## config.mk

```make
export PLATFORM = sky130hd
export DESIGN_NAME = sub_datapath
export DESIGN_NICKNAME = d
export VERILOG_FILES = /design/src/logic/sub_pkg.sv /design/src/logic/sub_alu.sv /design/src/logic/sub_datapath.sv
export SDC_FILE = /design/constraint.sdc
export NUM_CORES = 1
export LEC_CHECK = 0
export ABC_AREA = 1
export BUFFER_PORTS_ARGS = -buffer_cell sky130_fd_sc_hd__buf_4
export CAP_MARGIN = 20
export CORE_MARGIN = 1
export CORE_UTILIZATION = 50
export CTS_CLUSTER_DIAMETER = 150
export DETAILED_ROUTE_END_ITERATION = 6
export GPL_TIMING_DRIVEN = 0
export MAX_ROUTING_LAYER = met4
export PLACE_DENSITY = 0.79
export SLEW_MARGIN = 20
export SYNTH_ARGS = -nofsm -noshare
export SYNTH_HDL_FRONTEND = slang
export SYNTH_SLANG_ARGS = --single-unit
```

## constraint.sdc

```tcl
create_clock -name CLK -period 1.55 [get_ports CLK]
set_input_delay 0.155 -clock CLK [delete_from_list [all_inputs] [get_ports CLK]]
set_output_delay 0.155 -clock CLK [all_outputs]
set_load 0.01 [all_outputs]
```

## src/logic/sub_pkg.sv

```systemverilog
// shared constants for the subtract datapath
package sub_pkg;
  localparam logic [7:0] LIT_SUB_OPC = 8'h08;
  localparam logic [5:0] FILE_SUB_OPC = 6'h17;
  localparam int OPC_HI = 15;
  localparam int DEST_BIT = 9;
  localparam int BANK_BIT = 8;
  localparam int FADDR_W = 12;
  localparam int FIELD_W = 8;
  localparam int NIBBLE_W = 4;
  localparam logic [3:0] ACCESS_BANK = 4'h0;
  localparam int FLAG_N = 4;
  localparam int FLAG_OV = 3;
  localparam int FLAG_Z = 2;
  localparam int FLAG_DC = 1;
  localparam int FLAG_C = 0;
  localparam logic [7:0] ACC_RESET = 8'h00;
  localparam logic [4:0] FLAGS_RESET = 5'h00;
endpackage : sub_pkg

```

## src/logic/sub_alu.sv

```systemverilog
// combinational subtractor: a minus b with status flags
`timescale 1ns/1ns
`default_nettype none
module sub_alu #(
  parameter int W = 8
) (
  input wire logic [W-1:0] a,
  input wire logic [W-1:0] b,
  output logic [W-1:0] diff,
  output logic [4:0] flags
);
  logic [W:0] full;
  logic [sub_pkg::NIBBLE_W:0] half;
  always_comb begin
    full = {1'b0, a} + {1'b0, ~b} + {{W{1'b0}}, 1'b1};
    half = {1'b0, a[sub_pkg::NIBBLE_W-1:0]} + {1'b0, ~b[sub_pkg::NIBBLE_W-1:0]} + {{sub_pkg::NIBBLE_W{1'b0}}, 1'b1};
    diff = full[W-1:0];
    flags[sub_pkg::FLAG_C] = full[W];
    flags[sub_pkg::FLAG_DC] = half[sub_pkg::NIBBLE_W];
    flags[sub_pkg::FLAG_Z] = (full[W-1:0] == '0);
    flags[sub_pkg::FLAG_N] = full[W-1];
    flags[sub_pkg::FLAG_OV] = (a[W-1] != b[W-1]) && (full[W-1] != a[W-1]);
  end
endmodule : sub_alu
`default_nettype wire

```

## src/logic/sub_datapath.sv

```systemverilog
// subtract instruction datapath: literal minus acc and file minus acc
// Behaviour
// - literal opcode: literal minus accumulator, difference written to accumulator
// - file opcode: file register minus accumulator, updating N OV C DC Z
// - destination bit zero writes accumulator, one writes file register back
// - bank bit one uses bank pointer, zero uses fixed access bank
`timescale 1ns/1ns
`default_nettype none
module sub_datapath #(
  parameter int W = 8
) (
  input wire logic CLK,
  input wire logic RSTN,
  input wire logic INSTR_VALID,
  input wire logic [15:0] INSTR,
  input wire logic [3:0] BANK_SELECT_POINTER,
  input wire logic [W-1:0] FILE_RDATA,
  output logic [sub_pkg::FADDR_W-1:0] FILE_ADDR,
  output logic FILE_RD,
  output logic FILE_WE,
  output logic [W-1:0] FILE_WDATA,
  output logic [W-1:0] ACC,
  output logic [4:0] FLAGS,
  output logic DONE,
  output logic BUSY
);
  localparam int OPC_HI_IDX = sub_pkg::OPC_HI;
  localparam int LIT_OPC_W = $bits(sub_pkg::LIT_SUB_OPC);
  localparam int FILE_OPC_W = $bits(sub_pkg::FILE_SUB_OPC);
  localparam int F_W = sub_pkg::FIELD_W;

  // ----------------------------------------------------------------
  // types and state
  // ----------------------------------------------------------------
  typedef enum logic [4:0] {
    IDLE = 5'h01, DECODE = 5'h02, READ = 5'h04, PROC = 5'h08, WRITE = 5'h10
  } phase_t;
  typedef enum logic [1:0] {
    OP_NONE = 2'h0, OP_LIT = 2'h1, OP_FILE = 2'h2
  } op_t;

  phase_t ph_q, ph_d;
  op_t op_q, op_d;
  logic [15:0] ir_q, ir_d;
  logic [W-1:0] opnd_q, opnd_d;
  logic [W-1:0] res_q, res_d;
  logic [W-1:0] acc_q, acc_d;
  logic [W-1:0] wdata_q, wdata_d;
  logic [4:0] flg_q, flg_d;
  logic [4:0] alu_flags;
  logic [W-1:0] alu_diff;
  logic [sub_pkg::FADDR_W-1:0] addr_q, addr_d;
  logic rd_q, rd_d;
  logic we_q, we_d;
  logic done_q, done_d;
  logic busy_q, busy_d;
  logic is_lit;
  logic is_file;
  logic [sub_pkg::FADDR_W-1:0] opnd_addr;

  sub_alu #(.W(W)) u_alu (
    .a(opnd_q),
    .b(acc_q),
    .diff(alu_diff),
    .flags(alu_flags)
  );

  // ----------------------------------------------------------------
  // instruction decode
  // ----------------------------------------------------------------
  // the two opcode patterns never overlap, so at most one of these is set
  always_comb begin
    is_lit = (ir_q[OPC_HI_IDX -: LIT_OPC_W] == sub_pkg::LIT_SUB_OPC);
    is_file = (ir_q[OPC_HI_IDX -: FILE_OPC_W] == sub_pkg::FILE_SUB_OPC);
    if (ir_q[sub_pkg::BANK_BIT]) begin
      opnd_addr = {BANK_SELECT_POINTER, ir_q[F_W-1:0]};
    end else begin
      opnd_addr = {sub_pkg::ACCESS_BANK, ir_q[F_W-1:0]};
    end
  end

  // ----------------------------------------------------------------
  // phase machine
  // ----------------------------------------------------------------
  always_comb begin
    ph_d = ph_q;
    op_d = op_q;
    ir_d = ir_q;
    busy_d = 1'b1;
    done_d = 1'b0;
    unique case (ph_q)
      IDLE: begin
        busy_d = 1'b0;
        if (INSTR_VALID) begin
          ir_d = INSTR;
          busy_d = 1'b1;
          ph_d = DECODE;
        end
      end
      DECODE: begin
        if (is_lit) begin
          op_d = OP_LIT;
        end else if (is_file) begin
          op_d = OP_FILE;
        end else begin
          op_d = OP_NONE;
        end
        ph_d = READ;
      end
      READ: begin
        ph_d = PROC;
      end
      PROC: begin
        ph_d = WRITE;
      end
      WRITE: begin
        // back to idle in the done cycle so the next word can be taken there
        done_d = 1'b1;
        busy_d = 1'b0;
        ph_d = IDLE;
      end
      default: begin
        busy_d = 1'b0;
        ph_d = IDLE;
      end
    endcase
  end

  always_ff @(posedge CLK or negedge RSTN) begin
    if (!RSTN) begin
      ph_q <= IDLE;
      op_q <= OP_NONE;
      ir_q <= '0;
      busy_q <= 1'b0;
      done_q <= 1'b0;
    end else begin
      ph_q <= ph_d;
      op_q <= op_d;
      ir_q <= ir_d;
      busy_q <= busy_d;
      done_q <= done_d;
    end
  end

  // ----------------------------------------------------------------
  // operand and result
  // ----------------------------------------------------------------
  always_comb begin
    opnd_d = opnd_q;
    res_d = res_q;
    if (ph_q == DECODE && is_lit) begin
      opnd_d = W'(ir_q[F_W-1:0]);
    end
    if (ph_q == READ && op_q == OP_FILE) begin
      opnd_d = FILE_RDATA;
    end
    if (ph_q == PROC) begin
      res_d = alu_diff;
    end
  end

  always_ff @(posedge CLK or negedge RSTN) begin
    if (!RSTN) begin
      opnd_q <= '0;
      res_q <= '0;
    end else begin
      opnd_q <= opnd_d;
      res_q <= res_d;
    end
  end

  // ----------------------------------------------------------------
  // accumulator and status flags
  // ----------------------------------------------------------------
  // alu inputs are unchanged since the process phase, so its flags still match res_q
  always_comb begin
    acc_d = acc_q;
    flg_d = flg_q;
    if (ph_q == WRITE && op_q != OP_NONE) begin
      flg_d = alu_flags;
      if (op_q == OP_LIT || !ir_q[sub_pkg::DEST_BIT]) begin
        acc_d = res_q;
      end
    end
  end

  always_ff @(posedge CLK or negedge RSTN) begin
    if (!RSTN) begin
      acc_q <= sub_pkg::ACC_RESET;
      flg_q <= sub_pkg::FLAGS_RESET;
    end else begin
      acc_q <= acc_d;
      flg_q <= flg_d;
    end
  end

  // ----------------------------------------------------------------
  // file register port
  // ----------------------------------------------------------------
  always_comb begin
    addr_d = addr_q;
    wdata_d = wdata_q;
    rd_d = 1'b0;
    we_d = 1'b0;
    if (ph_q == DECODE && is_file) begin
      addr_d = opnd_addr;
      rd_d = 1'b1;
    end
    if (ph_q == WRITE && op_q == OP_FILE && ir_q[sub_pkg::DEST_BIT]) begin
      we_d = 1'b1;
      wdata_d = res_q;
    end
  end

  always_ff @(posedge CLK or negedge RSTN) begin
    if (!RSTN) begin
      addr_q <= '0;
      wdata_q <= '0;
      rd_q <= 1'b0;
      we_q <= 1'b0;
    end else begin
      addr_q <= addr_d;
      wdata_q <= wdata_d;
      rd_q <= rd_d;
      we_q <= we_d;
    end
  end

  // ----------------------------------------------------------------
  // outputs
  // ----------------------------------------------------------------
  assign FILE_ADDR = addr_q;
  assign FILE_RD = rd_q;
  assign FILE_WE = we_q;
  assign FILE_WDATA = wdata_q;
  assign ACC = acc_q;
  assign FLAGS = flg_q;
  assign DONE = done_q;
  assign BUSY = busy_q;
endmodule : sub_datapath
`default_nettype wire

```

==> results of run 1 <==
routing by layer:
| metal | wire (um) | up-vias | GRT usage |
|---|---|---|---|
| met5 | 0 | - | - |
| met4 | 236 | 0 | 0.0969 |
| met3 | 451 | 20 | 0.0540 |
| met2 | 4270 | 94 | 0.379 |
| met1 | 3540 | 1411 | 0.276 |
| li1 | - | 1493 | - |
state kept, by name, indices dropped and copies added (netlist names):
| signal | cells |
|---|---|
| DONE | 1 |
| ACC | 8 |
| opnd_q | 8 |
| BUSY | 1 |
| FILE_RD | 1 |
| FILE_WDATA | 8 |
| res_q | 8 |
| ph_q | 5 |
| FLAGS | 5 |
| ir_q | 16 |
| FILE_ADDR | 12 |
| op_q | 2 |
| FILE_WE | 1 |
where the power goes:
group | leakage (nW) | internal (W) | switching, W
combinational | 1.35 | 0.00123 | 0.00165
sequential | 0.959 | 0.00246 | 0.000319
clock | 0.0824 | 0.000621 | 0.000728
cells in the mapped netlist, drive strengths merged:
| master | instances |
|---|---|
| a21o | 1 |
| nand2 | 127 |
| nor3 | 2 |
| nor4 | 1 |
| a31oi | 2 |
| o21ai | 57 |
| o211ai | 2 |
| fa | 1 |
| nand3 | 22 |
| dfstp | 1 |
| nand3b | 1 |
| clkbuf | 2 |
| nand4 | 6 |
| ha | 8 |
| dfrtp | 75 |
| or2 | 3 |
| inv | 53 |
| buf | 6 |
| nor2 | 21 |
| a21oi | 4 |
| xor2 | 1 |
how the worst min path moves through the flow:
stage	end	slack, ns	cells after the start
finish	ir_q[12]	-0.007	3
global route	ir_q[10]	0.02	3
CTS	ir_q[6]	0.002	3
detailed placement	FILE_WDATA[0]	0.36	1
global placement	FILE_WE	0.35	1
floorplan	ACC[0]	-0.14	0
final cells by class:
class,count,area (um^2)
timing repair buffer,95,737
buffer,8,96.3
sequential,76,1910
multi-input combinational,262,1740
clock buffer,12,145
inverter,53,206
clock inverter,4,25.0
tap,96,120
fill,514,1930
worst max-delay path, stage by stage, from the launching register on:
cell and delay (ns):
dfrtp_1 0.41, ha_4 0.18, fa_2 0.53, nand4_1 0.09, nor2_1 0.16, nand3_1 0.09, nor2_1 0.09, nand3_1 0.08
nand2_1 0.06
stage by stage:
stage          worst slack (ns)  cells
3_3_place_gp             -0.178    559
2_1_floorplan           -0.0833    396
3_5_place_dp             -0.217    559
6_report                 -0.201    606
5_1_grt                  -0.264    606
4_1_cts                  -0.168    589
cell families (layout without fill, tap and decap cells):
family | Yosys count | count (layout) | share of synthesized area
and+or+nand+nor | 183 | 186 | 0.237
DFF | 76 | 76 | 0.522
AOI/OAI and AO/OA | 66 | 66 | 0.127
buffers and inverters | 61 | 172 | 0.0779
adders and majority gates | 9 | 9 | 0.0329
xor gates and xnor gates | 1 | 1 | 0.00240
repair_timing:
| item | 4_1_cts | 5_1_grt |
|---|---|---|
| endpoints found under the setup margin | 24 | 48 |
| hold endpoints to repair | 79 | 0 |
| buffers inserted | 10 | 14 |
| gates cloned | 0 | 5 |
| hold buffers | 5 | 0 |
| pin swaps | 3 | 20 |
| gates resized for setup | 18 | 65 |
==> flow_summary.json, run 1 <==
{
  "status": "finished with violations",
  "violations": "negative hold slack, negative setup slack",
  "cp_data_required_time_ns": 1.85,
  "setup_tns_ns": -0.318,
  "worst-path-max-fanout": 2,
  "drtAntennaViolNets": 0,
  "placed_cell_area_um2": 4290,
  "dr.pass1.iters": 7,
  "rsz0062_at_grt": "yes",
  "wl_per_cell_um": 14.0,
  "layout_common_cells": "nand2_1, buf_4, dfrtp_1, inv_1, o21ai_2",
  "num_antenna_cells": 0,
  "critPathLaunch": "ACC[0]",
  "whs_ns": -0.00737,
  "drv_slew": 0,
  "hold_path.class": "in -> reg",
  "grt_max_degree": 77,
  "overflow": 0,
  "synth_nets": 436,
  "die_w_um": 87.4,
  "cts.clk_slew.worst_paths_ns": 0.08,
  "drcViolationCount": 0,
  "dieHeight_um": 87.4,
  "fin_skew_ns": 0.0111,
  "viasPerCell": 4.98,
  "dieArea_um2": 7640,
  "design_area_um2": 4980,
  "portBuffers": 67,
  "cts_sinks": 76,
  "tightest_slew_ns": 0.946,
  "relSlewSlack": 0.369,
  "r2r_setup_slack_ns": -0.20,
  "yosysSeqAreaShare": 0.522,
  "place_congestion": 0.800,
  "reg2reg_from": "ACC[0]",
  "clk_latency_ns": 0.36,
  "drive_gt1_frac": 0.453,
  "endpoint_kind": "flip-flop",
  "syn2layout_area_growth_pct": 36.5,
  "grt_pass1_wl_um": 13000,
  "routed_wl_um": 8500,
  "regToRegEndpoint": "FLAGS[2]",
  "path_class": "reg -> reg",
  "synth_area_leaders": "dfrtp_1, nand2_1, o21ai_2",
  "syn_inst": 396,
  "crit_arrival_ns": 2.05,
  "fin_ws_ns": -0.201,
  "ys.warnings.count": 0,
  "clock_tree.root_cell": "clkbuf_8",
  "num_rows": 30,
  "cts_tree": "done",
  "drv_cap": 0,
  "crit_end": "FLAGS[2]",
  "antenna_found_initial": 0,
  "totalPowerFinal_w": 0.00701,
  "worstRegToRegCells": 8,
  "synth.distinct_cells": 33,
  "syn_area_per_cell_um2": 9.21,
  "fin_crit_sh": 1.13,
  "grt.total_usage": 0.232,
  "ys_ff_latch": 76,
  "p_leak_nw": 2.40,
  "ioPinCount": 68,
  "drtIter0Drc": 148,
  "final_nets": 545,
  "hp-start": "INSTR[12]",
  "yosys.area.top_type": "dfrtp_1",
  "peakVddDrop_uv": 955,
  "fmax_mhz": 571,
  "core_area_um2": 6910,
  "cts_buffer_depth": 2,
  "htree_levels": 3,
  "grt_pass1_vias": 2885,
  "netlist_area_um2": 3650,
  "fin_crit_ns": 1.75,
  "yosys.area.top_type_share": 0.515,
  "critPathLaunchType": "flip-flop",
  "finalSetupViolations": 3,
  "initial_core_util": 0.528,
  "finalCoreUtilization": 0.721,
  "final_common_cell": "nand2_1",
  "power_density_nw_per_um2": 1410,
  "num_vias": 3018,
  "numCtsBuffers": 9,
  "hpwl_um": 5320,
  "final-hold-violation-count": 1
}
Power figures use the tool's default switching activity.
==> run 2: changes to the inputs <==
- GPL_TIMING_DRIVEN: 0 -> default
==> flow_summary.json, run 2 (synthesis results as in run 1) <==
{
  "grt.total_usage": 0.230,
  "final_common_cell": "nand2_1",
  "wl_per_cell_um": 14.0,
  "place_inst": 579,
  "finalSetupViolations": 5,
  "cp_data_required_time_ns": 1.85,
  "totalPowerFinal_w": 0.00728,
  "dieArea_um2": 7640,
  "syn2layout_area_growth_pct": 39.1,
  "cts_sinks": 76,
  "num_rows": 30,
  "drcViolationCount": 0,
  "overflow": 0,
  "antenna_found_initial": 0,
  "drtAntennaViolNets": 0,
  "layout_common_cells": "nand2_1, buf_4, dfrtp_1, inv_1, o21ai_2",
  "grt_pass1_vias": 2942,
  "core_area_um2": 6910,
  "drv_slew": 0,
  "numCtsBuffers": 9,
  "largest_register": "ir_q",
  "path_class": "reg -> reg",
  "fin_crit_ns": 1.72,
  "largest_reg_flops": 16,
  "final_nets": 553,
  "clk_latency_ns": 0.35,
  "initial_core_util": 0.528,
  "crit_arrival_ns": 2.01,
  "status": "finished with violations",
  "place_congestion": 0.819,
  "routed_wl_um": 8580,
  "portBuffers": 67,
  "drtIter0Drc": 120,
  "violations": "negative setup slack",
  "cts.clk_slew.worst_paths_ns": 0.08,
  "clock_tree.root_cell": "clkbuf_8",
  "layout.cells.non_filler": 614,
  "hpwl_um": 5630,
  "final-hold-violation-count": 0,
  "endpoint_kind": "flip-flop",
  "peakVddDrop_uv": 970,
  "tightest_slew_ns": 0.521,
  "die_w_um": 87.4,
  "htree_levels": 3,
  "drv_cap": 0,
  "num_vias": 3052,
  "fin_crit_sh": 1.11,
  "grt_max_degree": 33,
  "power_density_nw_per_um2": 1430,
  "viasPerCell": 4.97,
  "nFillCells": 526,
  "fmax_mhz": 583,
  "grt_pass1_wl_um": 12900,
  "cts_buffer_depth": 2,
  "num_antenna_cells": 0,
  "hold_path.class": "in -> reg",
  "rsz0062_at_grt": "yes",
  "setup_tns_ns": -0.238,
  "dr.pass1.iters": 5,
  "cts_tree": "done",
  "drive_gt1_frac": 0.434,
  "fin_skew_ns": 0.00724,
  "p_leak_nw": 2.46,
  "worst-path-max-fanout": 3,
  "dieHeight_um": 87.4,
  "ioPinCount": 68,
  "critPathLaunchType": "flip-flop",
  "fin_ws_ns": -0.166,
  "relSlewSlack": 0.651
}
## run 2: changes by cell type in the layout (fill, tap and decap cells not counted), moves of 4 or more
| cell | previous run | this run |
|---|---|---|
| buf_6 | 9 | 2 |
| nand2_2 | 24 | 11 |
| nand3_2 | 11 | 7 |
| nand2_1 | 99 | 111 |
| buf_12 | 0 | 4 |
| buf_4 | 87 | 99 |
## run 2: worst paths after layout
path / start / depth (start not counted) / endpoint / slack [ns]
hold reg to reg: ir_q[13] / 2 / ir_q[13] / 0.47
hold / removal: INSTR[8] / 3 / ir_q[8] / 0.002
setup reg to reg: ACC[0] / 11 / FLAGS[2] / -0.17
setup / recovery: ACC[0] / 11 / FLAGS[2] / -0.17
max in group asynchronous: RSTN / 3 / ph_q[0] / 0.70
min in group asynchronous: RSTN / 2 / FILE_WDATA[0] / 0.26
## run 2: power by group
part           switching, W  leakage, nW  internal [W]
Sequential         0.000338        0.961       0.00246
Combinational       0.00166         1.41       0.00132
Clock              0.000758       0.0927      0.000744
## run 2: area by class of cell
cell class | count | area (um^2) | area share
Timing Repair Buffer | 112 | 916 | 0.181
Multi-Input combinational cell | 261 | 1740 | 0.343
Tap cell | 96 | 120 | 0.0237
Sequential cell | 76 | 1910 | 0.376
Inverter | 53 | 201 | 0.0397
Clock buffer | 10 | 128 | 0.0252
Clock inverter | 6 | 63.8 | 0.0126
## run 2: metrics by stage
stage	setup WS (ns)	util	cell area (um^2)	hold slack, ns
after global routing	-0.217	0.734	5070	0.00654
after detailed placement	-0.123	0.644	4450	0.114
final	-0.166	0.734	5070	0.00235
after floorplan	-0.0833	-	3660	-0.141
after global placement	-0.0845	0.644	4450	0.111
after CTS	-0.130	0.693	4790	0.000293
## run 2: worst max-delay path, cell delays in order, from the launching register on
cell	delay, ns
dfrtp_1	0.42
ha_4	0.17
fa_2	0.34
inv_2	0.09
nand2_2	0.05
nand2_2	0.07
nand3_1	0.08
nand2_1	0.09
nand3_1	0.08
nor2_1	0.10
nand3_1	0.08
nand2_1	0.07
## run 2: timing repair
| item | CTS | global route |
|---|---|---|
| buffers inserted | 1 | 10 |
| hold buffers | 7 | 0 |
| hold endpoints to repair | 35 | 0 |
| pin swaps | 2 | 19 |
| cloned | 0 | 2 |
| resized for setup | 11 | 52 |
| endpoints found under the setup margin | 7 | 22 |
## run 2: routing by layer
metal  track usage  part of all wire  vias to the layer above  wire length (um)
met5             -                 0                        -                 0
met2         0.376              0.49                       88              4240
met3        0.0493             0.040                       24               339
li1              -                 -                     1502                 -
met4         0.104             0.030                        0               255
met1         0.273              0.44                     1438              3750
==> run 3: changes to the inputs <==
- CORE_ASPECT_RATIO: default -> 1.4
- SLEW_MARGIN: 20 -> default
==> flow_summary.json, run 3 (synthesis results as in run 1) <==
{
  "crit_arrival_ns": 1.97,
  "sequentialPowerShare": 0.384,
  "p_clk_frac": 0.232,
  "status": "finished with violations",
  "cts_buffer_depth": 2,
  "grt_max_degree": 41,
  "cts.clk_slew.worst_paths_ns": 0.08,
  "grt_pass1_wl_um": 13300,
  "cpMostUsedCell": "nand3_1",
  "routed_wl_um": 8500,
  "cp_cell_sequence": "ha_2 -> fa_2 -> inv_2 -> buf_4 -> nand3_2 -> nand3_1 -> nand2_2 -> nand3_1 -> nor2_1 -> nand3_1 -> nand2_1",
  "hpwl_um": 5550,
  "tightest_slew_ns": 0.531,
  "r2r_setup_slack_ns": -0.18,
  "drv_slew": 0,
  "violations": "negative setup slack",
  "num_rows": 36,
  "crit_path_top_delay_cell": "dfrtp_1",
  "drtIter0Drc": 131,
  "num_vias": 3058,
  "p_int_w": 0.00462,
  "relSlewSlack": 0.645,
  "cp_top_family": "adder cells",
  "dieArea_um2": 7640,
  "portBuffers": 67,
  "final_common_cell": "nand2_1",
  "dr.pass1.iters": 4,
  "drv_cap": 0,
  "dieHeight_um": 103,
  "multi_input_area_um2": 1680,
  "wl_per_cell_um": 13.9,
  "combPwrFrac": 0.383,
  "critPathLaunchType": "flip-flop",
  "die_w_um": 74.2,
  "largest_reg_flops": 16,
  "fin_crit_sh": 1.11,
  "final-hold-violation-count": 0,
  "core_area_um2": 7030,
  "clock_tree.root_cell": "clkbuf_8",
  "cp_data_required_time_ns": 1.79,
  "p_sw_w": 0.00263,
  "grt.total_usage": 0.239,
  "fin_crit_ns": 1.73,
  "fin_ws_ns": -0.176,
  "finalSetupViolations": 4,
  "nFillCells": 529,
  "fin_skew_ns": 0.00841,
  "placed_cell_area_um2": 4430,
  "initial_core_util": 0.519,
  "layout.cells.non_filler": 611,
  "numCtsBuffers": 9,
  "rsz0062_at_grt": "yes",
  "hold_path.class": "in -> reg",
  "place_inst": 576,
  "grt_pass1_vias": 3016,
  "overflow": 0,
  "switching_share": 0.363,
  "slowest_delay_ns": 0.39,
  "path_class": "reg -> reg",
  "antenna_found_initial": 0,
  "drive_gt1_frac": 0.432,
  "peakVddDrop_uv": 982,
  "seq_area_um2": 1900,
  "endpoint_kind": "flip-flop",
  "htree_levels": 3,
  "place_congestion": 0.826,
  "final_nets": 551,
  "drtAntennaViolNets": 0,
  "largest_register": "ir_q",
  "clk_latency_ns": 0.34,
  "power_density_nw_per_um2": 1430,
  "ioPinCount": 68,
  "num_antenna_cells": 0,
  "design_area_um2": 5070,
  "cts_tree": "done",
  "crit_buf_inv": 2,
  "worst-path-max-fanout": 3,
  "cts_sinks": 76,
  "syn2layout_area_growth_pct": 39.1,
  "layout_common_cells": "nand2_1, buf_4, dfrtp_1, inv_1, o21ai_2",
  "totalPowerFinal_w": 0.00724,
  "p_leak_nw": 2.45,
  "fmax_mhz": 579,
  "viasPerCell": 5.00,
  "drcViolationCount": 0
}
[run 3: worst paths after layout]
check	start	end	cells past startpoint
setup / recovery	ACC[0]	FLAGS[2]	11
hold reg to reg	ir_q[15]	ir_q[15]	2
min in group asynchronous	RSTN	res_q[0]	2
hold / removal	INSTR[5]	ir_q[5]	3
max in group asynchronous	RSTN	FILE_ADDR[11]	3
setup reg to reg	ACC[0]	FLAGS[2]	11
[run 3: per-layer routing]
metal,share of wire,track usage,vias up
li1,-,-,1499
met1,0.41,0.272,1469
met2,0.54,0.410,72
met3,0.028,0.0391,18
met4,0.023,0.108,0
met5,0,-,-
[run 3: worst reg2reg max path, delay by kind of cell (launching register included)]
family,cells,cell delay (ns)
simple gates,7,0.49
flops,1,0.39
fa+ha+maj,2,0.54
buf+inv,2,0.20
[run 3: layout make-up]
type                    instances  area share
well taps                      95      0.0234
repair buffers                110       0.185
multi-input cells             261       0.332
clock inverters                 5      0.0165
clock buffers                  11      0.0279
inverters                      53      0.0397
flip-flops and latches         76       0.376
[run 3: repair_timing]
action	in CTS	in global routing
endpoints found under the setup margin	8	32
resized for setup	14	40
endpoints found under the hold margin	40	0
cloned	1	2
hold buffers	4	0
buffers inserted	6	6
pin swaps	7	18
[run 3: metrics by stage]
stage	worst slack [ns]	setup TNS [ns]	hold WS, ns	utilization
detailed placement	-0.121	-0.251	0.167	0.631
global placement	-0.104	-0.118	0.162	0.631
finish	-0.176	-0.424	0.0137	0.722
floorplan	-0.0833	-0.112	-0.141	-
CTS	-0.122	-0.173	0.000276	0.691
global route	-0.295	-1.08	0.0187	0.722
[run 3: power groups by stage]
stage          combinational, W  sequential, W  clock [W]
3_5_place_dp            0.00224        0.00279          0
4_1_cts                 0.00249        0.00277    0.00171
5_1_grt                 0.00309        0.00284    0.00179
6_report                0.00278        0.00278    0.00168
2_1_floorplan           0.00151        0.00274          0
3_3_place_gp            0.00216        0.00275          0
